==> config.mk <==
export PLATFORM = sky130hd
export DESIGN_NAME = fmp_host
export DESIGN_NICKNAME = d
export VERILOG_FILES = /design/src/inc/fmp_pkg.sv /design/src/design/fmp_host.sv
export SDC_FILE = /design/constraint.sdc
export NUM_CORES = 1
export LEC_CHECK = 0
export BUFFER_PORTS_ARGS = -buffer_cell sky130_fd_sc_hd__buf_2
export CELL_PAD_IN_SITES_DETAIL_PLACEMENT = 1
export CELL_PAD_IN_SITES_GLOBAL_PLACEMENT = 1
export CORE_MARGIN = 1
export CORE_UTILIZATION = 37
export DETAILED_ROUTE_END_ITERATION = 8
export GPL_TIMING_DRIVEN = 0
export PLACE_DENSITY = 0.72
export SLEW_MARGIN = 10
export SYNTH_ARGS = -nofsm -noshare
export SYNTH_HDL_FRONTEND = slang
export SYNTH_SLANG_ARGS = --single-unit
==> constraint.sdc <==
create_clock -name clk_sys -period 1.9 [get_ports clk_sys]
set_input_delay 0.285 -clock clk_sys [delete_from_list [all_inputs] [get_ports clk_sys]]
set_output_delay 0.285 -clock clk_sys [all_outputs]
set_load 0.01 [all_outputs]
==> src/inc/fmp_pkg.sv <==
// Constants shared by the flash identify and protection host controller
package fmp_pkg;
   localparam int ADDR_W = 18;
   localparam int DATA_W = 8;
   // Unlock and command cycles
   localparam logic [17:0] UNLOCK_ADDR_1 = 18'h0_0555;
   localparam logic [17:0] UNLOCK_ADDR_2 = 18'h0_02AA;
   localparam logic [7:0]  UNLOCK_DATA_1 = 8'hAA;
   localparam logic [7:0]  UNLOCK_DATA_2 = 8'h55;
   localparam logic [7:0]  CMD_IDENTIFY  = 8'h90;
   localparam logic [7:0]  CMD_RESET     = 8'hF0;
   // Identify read offsets
   localparam logic [1:0]  OFS_MAKER     = 2'h0;
   localparam logic [1:0]  OFS_DEVICE    = 2'h1;
   localparam logic [1:0]  OFS_PROTECT   = 2'h2;
   localparam int SECTOR_LSB = 13;
   localparam logic [7:0]  PROT_SET      = 8'h01;
   localparam logic [7:0]  PROT_CLEAR    = 8'h00;
   // Strobe timing
   localparam int CLK_NS       = 4;
   localparam int STROBE_NS    = 40;
   localparam int SETUP_NS     = 20;
   localparam int ACCESS_NS    = 60;
   localparam int STROBE_CYC   = (STROBE_NS + CLK_NS - 1) / CLK_NS;
   localparam int SETUP_CYC    = (SETUP_NS + CLK_NS - 1) / CLK_NS;
   localparam int ACCESS_CYC   = (ACCESS_NS + CLK_NS - 1) / CLK_NS;
   localparam int CNT_W        = 8;
   typedef enum logic [2:0] {
      FMP_OP_READ, FMP_OP_IDENT_ENTER, FMP_OP_RESET, FMP_OP_HV_IDENT, FMP_OP_WRITE
   } fmp_op_e;
endpackage

==> src/design/fmp_host.sv <==
// Host controller driving the flash pins for identify, protect check and reset
`timescale 1ns/1ps
module fmp_host #(
   parameter int ADDR_W = fmp_pkg::ADDR_W
) (
   input  wire logic               clk_sys,
   input  wire logic               rst_n,
   input  wire logic               req_valid,
   input  wire fmp_pkg::fmp_op_e   req_op,
   input  wire logic [ADDR_W-1:0]  req_addr,
   input  wire logic [7:0]         req_wdata,
   input  wire logic               timeout_fail_flag,
   output logic                    req_ready,
   output logic                    rsp_valid,
   output logic [7:0]              rsp_rdata,
   output logic                    ident_mode,
   output logic                    fail_seen,
   output logic [ADDR_W-1:0]       flash_addr,
   output logic                    chip_sel_n,
   output logic                    out_en_n,
   output logic                    wr_strobe_n,
   output logic                    id_hv_en,
   output logic [7:0]              data_pins_out,
   output logic                    data_pins_oe,
   input  wire logic [7:0]         data_pins_in
);
   initial begin
      if (ADDR_W != fmp_pkg::ADDR_W) $error("fmp_host: ADDR_W must match pins");
   end

   // ---------------------------------------------------------------
   // Sequencer
   // ---------------------------------------------------------------
   typedef enum logic [2:0] {
      FMP_IDLE, FMP_SETUP, FMP_STROBE, FMP_HOLD, FMP_NEXT
   } fmp_state_e;

   fmp_state_e               state_reg;
   logic [fmp_pkg::CNT_W-1:0] cnt_reg;
   logic [1:0]               step_reg;
   logic [1:0]               last_step_reg;
   logic                     is_read_reg;
   fmp_pkg::fmp_op_e         op_reg;
   logic [ADDR_W-1:0]        addr_reg;
   logic [7:0]               wdata_reg;

   localparam logic [fmp_pkg::CNT_W-1:0] SETUP_C  = fmp_pkg::CNT_W'(fmp_pkg::SETUP_CYC);
   localparam logic [fmp_pkg::CNT_W-1:0] STROBE_C = fmp_pkg::CNT_W'(fmp_pkg::STROBE_CYC);
   localparam logic [fmp_pkg::CNT_W-1:0] ACCESS_C = fmp_pkg::CNT_W'(fmp_pkg::ACCESS_CYC);

   // Bus cycle for a given step of an operation: {is_read, addr, data}
   function automatic logic [ADDR_W+8:0] cycle_of(input fmp_pkg::fmp_op_e op,
                                                  input logic [1:0] step,
                                                  input logic [ADDR_W-1:0] a,
                                                  input logic [7:0] d);
      cycle_of = {1'b1, a, 8'h00};
      case (op)
         fmp_pkg::FMP_OP_IDENT_ENTER: begin
            case (step)
               2'd0:    cycle_of = {1'b0, fmp_pkg::UNLOCK_ADDR_1, fmp_pkg::UNLOCK_DATA_1};
               2'd1:    cycle_of = {1'b0, fmp_pkg::UNLOCK_ADDR_2, fmp_pkg::UNLOCK_DATA_2};
               default: cycle_of = {1'b0, fmp_pkg::UNLOCK_ADDR_1, fmp_pkg::CMD_IDENTIFY};
            endcase
         end
         fmp_pkg::FMP_OP_RESET: cycle_of = {1'b0, a, fmp_pkg::CMD_RESET};
         fmp_pkg::FMP_OP_WRITE: cycle_of = {1'b0, a, d};
         default:               cycle_of = {1'b1, a, 8'h00};
      endcase
   endfunction

   logic [ADDR_W+8:0] cyc_now;
   assign cyc_now = cycle_of(op_reg, step_reg, addr_reg, wdata_reg);

   always_ff @(posedge clk_sys or negedge rst_n) begin
      if (!rst_n) begin
         state_reg     <= FMP_IDLE;
         cnt_reg       <= '0;
         step_reg      <= 2'd0;
         last_step_reg <= 2'd0;
         op_reg        <= fmp_pkg::FMP_OP_READ;
         addr_reg      <= '0;
         wdata_reg     <= 8'h00;
      end else begin
         case (state_reg)
            FMP_IDLE: begin
               if (req_valid) begin
                  op_reg        <= req_op;
                  addr_reg      <= req_addr;
                  wdata_reg     <= req_wdata;
                  step_reg      <= 2'd0;
                  last_step_reg <= (req_op == fmp_pkg::FMP_OP_IDENT_ENTER) ? 2'd2 : 2'd0;
                  cnt_reg       <= SETUP_C;
                  state_reg     <= FMP_SETUP;
               end
            end
            FMP_SETUP: begin
               cnt_reg <= cnt_reg - 1'b1;
               if (cnt_reg == 1) begin
                  cnt_reg   <= cyc_now[ADDR_W+8] ? ACCESS_C : STROBE_C;
                  state_reg <= FMP_STROBE;
               end
            end
            FMP_STROBE: begin
               // Strobe held well past the glitch filter width
               cnt_reg <= cnt_reg - 1'b1;
               if (cnt_reg == 1) begin
                  cnt_reg   <= SETUP_C;
                  state_reg <= FMP_HOLD;
               end
            end
            FMP_HOLD: begin
               cnt_reg <= cnt_reg - 1'b1;
               if (cnt_reg == 1) state_reg <= FMP_NEXT;
            end
            FMP_NEXT: begin
               if (step_reg == last_step_reg) begin
                  state_reg <= FMP_IDLE;
               end else begin
                  step_reg  <= step_reg + 1'b1;
                  cnt_reg   <= SETUP_C;
                  state_reg <= FMP_SETUP;
               end
            end
            default: state_reg <= FMP_IDLE;
         endcase
      end
   end

   // ---------------------------------------------------------------
   // Pin drive
   // ---------------------------------------------------------------
   logic cyc_read;
   assign cyc_read = cyc_now[ADDR_W+8];

   always_ff @(posedge clk_sys or negedge rst_n) begin
      if (!rst_n) begin
         chip_sel_n    <= 1'b1;
         out_en_n      <= 1'b1;
         wr_strobe_n   <= 1'b1;
         flash_addr    <= '0;
         data_pins_out <= 8'h00;
         data_pins_oe  <= 1'b0;
         id_hv_en      <= 1'b0;
         is_read_reg   <= 1'b0;
      end else begin
         is_read_reg <= cyc_read;
         // Address and data stay steady across both strobe edges
         flash_addr    <= cyc_now[ADDR_W+7:8];
         data_pins_out <= cyc_now[7:0];
         // HV identify raises id_hv_en in every non-idle state; addr bit 6 is taken from req_addr, not forced low
         id_hv_en      <= (state_reg != FMP_IDLE) && (op_reg == fmp_pkg::FMP_OP_HV_IDENT);
         chip_sel_n    <= !(state_reg inside {FMP_SETUP, FMP_STROBE, FMP_HOLD});
         data_pins_oe  <= !cyc_read && (state_reg inside {FMP_SETUP, FMP_STROBE, FMP_HOLD});
         // Never overlap output enable with write strobe
         out_en_n      <= !(cyc_read && state_reg == FMP_STROBE);
         wr_strobe_n   <= !(!cyc_read && state_reg == FMP_STROBE);
      end
   end

   // ---------------------------------------------------------------
   // Response and mode tracking
   // ---------------------------------------------------------------
   logic done_pulse;
   assign done_pulse = (state_reg == FMP_NEXT) && (step_reg == last_step_reg);

   always_ff @(posedge clk_sys or negedge rst_n) begin
      if (!rst_n) begin
         rsp_valid <= 1'b0;
         rsp_rdata <= 8'h00;
         req_ready <= 1'b0;
      end else begin
         req_ready <= (state_reg == FMP_IDLE) && !req_valid;
         rsp_valid <= done_pulse;
         // Sample just before strobe release; identify reads carry codes
         if (state_reg == FMP_STROBE && cnt_reg == 1 && cyc_read)
            rsp_rdata <= data_pins_in;
      end
   end

   always_ff @(posedge clk_sys or negedge rst_n) begin
      if (!rst_n) begin
         ident_mode <= 1'b0;
         fail_seen  <= 1'b0;
      end else begin
         if (done_pulse && op_reg == fmp_pkg::FMP_OP_IDENT_ENTER) ident_mode <= 1'b1;
         else if (done_pulse && op_reg == fmp_pkg::FMP_OP_RESET) ident_mode <= 1'b0;
         // Set wins over the reset command clearing it
         if (timeout_fail_flag) fail_seen <= 1'b1;
         else if (done_pulse && op_reg == fmp_pkg::FMP_OP_RESET) fail_seen <= 1'b0;
      end
   end

   // ---------------------------------------------------------------
   // Checks
   // ---------------------------------------------------------------
   AST_NO_OE_WE_OVERLAP: assert property (@(posedge clk_sys) disable iff (!rst_n)
      !(!out_en_n && !wr_strobe_n)) else $error("output and write strobes overlap");
   AST_WE_WIDTH: assert property (@(posedge clk_sys) disable iff (!rst_n)
      $fell(wr_strobe_n) |-> !wr_strobe_n [*2]) else $error("write strobe too short");
   AST_WE_WITH_CS: assert property (@(posedge clk_sys) disable iff (!rst_n)
      !wr_strobe_n |-> !chip_sel_n && $stable(flash_addr)) else $error("address moved in write");
   AST_DATA_DRIVEN: assert property (@(posedge clk_sys) disable iff (!rst_n)
      $rose(wr_strobe_n) |-> data_pins_oe && $stable(data_pins_out))
      else $error("data not held at strobe rise");
   AST_RESET_DATA: assert property (@(posedge clk_sys) disable iff (!rst_n)
      (op_reg == fmp_pkg::FMP_OP_RESET && !wr_strobe_n) |-> data_pins_out == fmp_pkg::CMD_RESET)
      else $error("reset command data wrong");
   AST_IDENT_CLEAR: assert property (@(posedge clk_sys) disable iff (!rst_n)
      (done_pulse && op_reg == fmp_pkg::FMP_OP_RESET) |=> !ident_mode)
      else $error("identify mode not left after reset");
   AST_FAIL_STICKY: assert property (@(posedge clk_sys) disable iff (!rst_n)
      timeout_fail_flag |=> fail_seen) else $error("fail flag lost");
   AST_HV_ONLY_READ: assert property (@(posedge clk_sys) disable iff (!rst_n)
      id_hv_en |-> wr_strobe_n) else $error("write during high-voltage identify");
endmodule

==> results.txt, run 1 <==
Core footprint -> 9370 sq um
Chip Width -> 101 um
Final Wtd Congestion -> 0.795
Synthesized Nets -> 402
Syn Inst Count -> 356
Top-count cell post-synth -> nand2_1
GRT Util Overall -> 19.3%
Antenna violations before repair -> 0
Die Area -> 10,200 sq um
Worst EP required -> 2140 ps
Hold Fails Final Rpt -> 0
Post-synth top area share -> 57.0%
Via density -> 4.84
Avg WL per Cell -> 15.5 um
Status -> completed
Row count -> 35
Layout area overhead -> 25.8%
Antenna diode count -> 0
CTS buffer count -> 9
Post-place setup slack -> -179 ps
CTS max path bufs -> 2
Yosys top cell by area -> dfrtp_1
Crit share post-route -> 99.7%
Vias -> 2,862
DP Wirelength -> 6370 um
Fillcell total -> 1,104
Library cells used by synthesis -> 47
Yosys reg bits -> 86
Die Y -> 101 um
CP Data Arrival Time -> 2140 ps
Syn avg cell area -> 10.2 sq um
Ys Warns -> 0
Io pins -> 84
Synth top area cells -> dfrtp_1, nand2_1, mux2_2
Total Power -> 0.00681 W
Critical path type -> reg -> reg
Vias in the first global route -> 3,053
Skew final -> 13.0 ps
RSZ-0062 raised after global routing -> true
Seq/Total Area, Yosys -> 59.2%
Ys async rst share -> 100%
Later-pin clock latency in the skew report -> 360 ps
Largest net degree at the start of global routing -> 58
Global-route wire length before repair -> 15,000 um
Initial Util -> 38.9%
Grt total ovfl -> 0
Tmin final -> 1890 ps
Clock-pin slew on the worst setup and hold paths -> 90 ps
Setup ws final -> 5.35 ps
PD cells -> 1490 nW/um^2
Critical Path Sink Type -> register
Final count of negative-setup-slack endpoints -> 0
Residual DRC -> 0
Worst relative slew slack -> 56.7%
Startpoint Class -> register
Total wire length -> 9170 um
Max_cap viols -> 0
First-pass DRT Iterations -> 4
Syn Std Cell Area -> 3640 sq um
Final core utilization -> 48.9%
Clock root buffer -> clkbuf_8
1st-iter DRT viols -> 109
Fmax -> 528 MHz
Area occupied by registers -> 2160 sq um
PortBufs -> 83
Pleak -> 2.37 nW
Area of the multi-input gates -> 1450 sq um
Remaining antenna violation count after routing -> 0
Sink Count -> 86
H-tree depth -> 3
Max Transition Viols Final -> 0
Worst-Margin Slew -> 646 ps
TritonCTS clock tree -> built
Post-synth top flop -> dfrtp_1
Hold crit path type -> in -> reg
Crit-path max FO -> 6
Setup TNS -> 0 ps
Post-synth EDFFs -> 0
Maximum VDD drop -> 0.629 mV
Most frequent cells after synthesis -> nand2_1, dfrtp_1, inv_1
Total Nets Final -> 504
Hold Slack -> 110 ps
Share of layout cells above drive strength 1 -> 31.2%
==> routing by layer <==
| metal | routed length, um | GRT usage (%) |
|---|---|---|
| met3 | 390 | 4.55 |
| met2 | 4710 | 33.5 |
| met4 | 76 | 6.13 |
| met5 | 0 | 0 |
| met1 | 3990 | 23.8 |
==> final timing paths <==
kind,from,to,slack (ps),cells past startpoint
hold reg to reg,addr_reg[11]$_DFFE_PN0P_,addr_reg[11]$_DFFE_PN0P_,470,2
hold / removal,timeout_fail_flag,fail_seen$_DFFE_PN0P_,110,2
max in group asynchronous,rst_n,out_en_n$_DFF_PN1_,850,3
setup / recovery,cnt_reg[3]$_DFFE_PN0P_,cnt_reg[2]$_DFFE_PN0P_,5,4
setup reg to reg,cnt_reg[3]$_DFFE_PN0P_,cnt_reg[2]$_DFFE_PN0P_,5,4
min in group asynchronous,rst_n,cnt_reg[4]$_DFFE_PN0P_,400,2
==> repair_timing <==
action,4_1_cts,5_1_grt
setup buffers,4,2
gates resized for setup,6,17
hold buffers,1,0
endpoints found under the hold margin,29,0
setup endpoints to repair,30,29
gates cloned,0,0
pin swaps,1,1
==> through the flow <==
step / instances / instance area [sq um]
floorplan: 356 / 3640
global placement: 568 / 4220
detailed placement: 569 / 4250
CTS: 589 / 4490
global route: 591 / 4580
finish: 591 / 4580
==> cells in the final DEF (no fill, tap or decap), drive strengths merged, types with 2 or more instances in the layout <==
master and instances:
nand2b 7, o31a 2, nor3 4, nand2 112, nor4 3, clkinvlp 2
o221a 2, o21ai 10, dfstp 3, nor2b 5, nand4 2, nor2 11
a22oi 2, clkbuf 21, buf 96, dfrtp 83, ha 5, o22ai 4
xnor2 3, a21o 6, or3 2, and2 9, mux2 10, xor2 2
o211ai 2, inv 15, a211o 2, a21oi 11, a31oi 6, nand3 7
==> logic make-up (layout without fill, tap and decap cells) <==
group	after synthesis	count (layout)	synth area share [%]
AND/OR/NAND/NOR	168	168	21.6
flip-flops	86	86	59.2
AO/OA/AOI/OAI	52	52	9.45
buffers and inverters	29	135	3.47
multiplexers	11	11	3.37
adder cells (fa/ha/maj)	5	5	1.72
XOR/XNOR	5	5	1.20
==> where the power goes <==
group | internal [W] | switching [W]
logic | 0.00112 | 0.00154
registers | 0.00251 | 0.000431
clock network | 0.000518 | 0.000691
==> final cells by class <==
| type | instances | share of cell area, % |
|---|---|---|
| Clock buffer | 10 | 3.00 |
| Clock inverter | 5 | 0.901 |
| Tap cell | 129 | 3.52 |
| Multi-Input combinational cell | 241 | 31.5 |
| Sequential cell | 86 | 47.1 |
| Inverter | 12 | 0.983 |
| Timing Repair Buffer | 91 | 11.0 |
| Buffer | 17 | 1.97 |
==> worst max-delay path, cell delays in order, from the launching register on <==
cell and delay (ps):
dfrtp_1 500, or4b_4 630, nor3_4 240, a22oi_1 150, o221a_2 280
Power figures use the tool's default switching activity.
==> inputs of run 2 (changes only) <==
Clock period 1.9 ns to 1.6 ns, I/O delays scaled along.
==> run 2 against run 1 <==
Compared with the run above: the run now ends with setup timing left; clock skew shrank 2.7 ps; core utilization grew 0.88 points; combinational power grew 23%; setup slack lost 250 ps; cell area grew 1.8%; non-clock buffer count grew 2; sequential share of layout area shrank 0.83 points; die area is the same; first-iteration DRC count shrank 15%; highest routed layer unchanged.
==> results.txt, run 2 (synthesis results as in run 1) <==
Antenna diode count -> 0
DP Area -> 4260 sq um
Sw Share -> 38.8%
Sink Count -> 86
Fmax -> 544 MHz
CP Data Arrival Time -> 2080 ps
Global-route wire length before repair -> 14,400 um
Failing checks -> setup timing
Core footprint -> 9370 sq um
1st-iter DRT viols -> 93
Busiest grt layer -> met2
Total Nets Final -> 506
Max Transition Viols Final -> 0
Commonest non-fill, non-tap cell in the layout -> nand2_1
Crit share post-route -> 115%
Tmin final -> 1840 ps
GRT Util Overall -> 18.5%
Status -> finished, violations left
Antenna violations before repair -> 0
Met1 Usage GRT -> 24.7%
Worst EP required -> 1840 ps
CTS buffer count -> 9
Clock power frac -> 17.1%
Hold crit path type -> in -> reg
RSZ-0062 raised after global routing -> true
Total wire length -> 8910 um
Initial Util -> 38.9%
Vias in the first global route -> 2,991
Critical Path Sink Type -> register
Max_cap viols -> 0
Area of the multi-input gates -> 1490 sq um
Remaining antenna violation count after routing -> 0
Worst relative slew slack -> 54.6%
DP Wirelength -> 6150 um
First-pass DRT Iterations -> 4
Fillcell total -> 1,108
Int Pwr -> 0.00499 W
Layout area overhead -> 28.1%
H-tree depth -> 3
Hold path depth -> 3
Largest net degree at the start of global routing -> 66
Chip Width -> 101 um
Met2 Use GR -> 30.6%
Setup ws final -> -240 ps
Share of layout cells above drive strength 1 -> 34.8%
Area occupied by registers -> 2160 sq um
Critical path type -> reg -> reg
Clock-pin slew on the worst setup and hold paths -> 90 ps
Hold Fails Final Rpt -> 0
Row count -> 35
Die Y -> 101 um
Later-pin clock latency in the skew report -> 350 ps
NetSw -> 0.00316 W
Reg2Reg Depth -> 4
Final Wtd Congestion -> 0.804
Post-place setup slack -> -510 ps
Crit-path max FO -> 6
Sequential Power Share -> 42.6%
Clock root buffer -> clkbuf_8
Vias -> 2,880
Maximum VDD drop -> 0.700 mV
PD cells -> 1750 nW/um^2
Io pins -> 84
CTS max path bufs -> 2
Via density -> 4.85
Reg2reg setup slack -> -240 ps
Startpoint Class -> register
Die Area -> 10,200 sq um
Final count of negative-setup-slack endpoints -> 17
Residual DRC -> 0
Pleak -> 2.41 nW
Worst-Margin Slew -> 676 ps
Avg WL per Cell -> 15.0 um
Most frequent cells in the layout -> nand2_1, buf_2, dfrtp_1
Met3 usage -> 4.00%
Grt total ovfl -> 0
PortBufs -> 83
Skew final -> 10.3 ps
Post-Layout Inst Area -> 4660 sq um
Part of the power in combinational logic -> 40.4%
TritonCTS clock tree -> built
run 2: changes by cell type in the layout (fill, tap and decap cells not counted), sizes merged:
cell,delta
clkbuf,-5
inv,-1
clkinv,+2
buf,+7
run 2: power by group through the flow:
stage	clock network (W)	logic (W)	registers, W
2_1_floorplan	0	0.00184	0.00355
3_3_place_gp	0	0.00280	0.00344
3_5_place_dp	0	0.00289	0.00349
4_1_cts	0.00143	0.00304	0.00347
5_1_grt	0.00151	0.00369	0.00358
6_report	0.00139	0.00329	0.00347
run 2: layout make-up:
type                    count  area share (%)
inverters                  12           0.966
repair buffers             94            11.3
multi-input cells         241            32.0
clock buffers              10            2.74
clock inverters             6           0.966
plain buffers              16            2.33
well taps                 129            3.46
flip-flops and latches     86            46.2
run 2: path summary, 6_finish.rpt:
check,start,endpoint
worst max-delay path,cnt_reg[3]$_DFFE_PN0P_,cnt_reg[2]$_DFFE_PN0P_
worst min-delay path,req_addr[5],addr_reg[5]$_DFFE_PN0P_
worst max register to register,cnt_reg[3]$_DFFE_PN0P_,cnt_reg[2]$_DFFE_PN0P_
worst min register to register,addr_reg[12]$_DFFE_PN0P_,addr_reg[12]$_DFFE_PN0P_
max in group asynchronous,rst_n,cnt_reg[0]$_DFFE_PN0P_
min in group asynchronous,rst_n,rsp_valid$_DFF_PN0_
run 2: through the flow:
step	utilization (%)	instances	setup TNS [ps]	power, W	hold slack, ps
6_report	49.8	594	-2480	0.00816	74.3
5_1_grt	49.8	594	-3460	0.00878	68.4
4_1_cts	48.7	592	-4180	0.00794	65.9
3_5_place_dp	45.4	569	-10130	0.00638	160
3_3_place_gp	45.1	568	-47900	0.00625	432
2_1_floorplan	-	356	-2420	0.00538	-55.6
run 2: critical path, cell delays in order (launching register included):
cell and delay, ps:
dfrtp_1 480, or4b_4 610, nor3_4 260, a22oi_2 110, o221a_2 270
run 2: what timing repair did:
item	CTS	global route
pin swaps	5	7
endpoints found under the hold margin	21	0
buffers inserted	6	3
gates resized for setup	25	32
hold buffers	1	0
endpoints found under the setup margin	42	65
run 2: per-layer routing:
| metal | vias to the layer above | routed length (um) | part of all wire [%] |
|---|---|---|---|
| met5 | - | 0 | 0 |
| met3 | 8 | 358 | 4.0 |
| met4 | 0 | 90 | 1.0 |
| li1 | 1385 | - | - |
| met2 | 61 | 4450 | 50 |
| met1 | 1426 | 4010 | 45 |
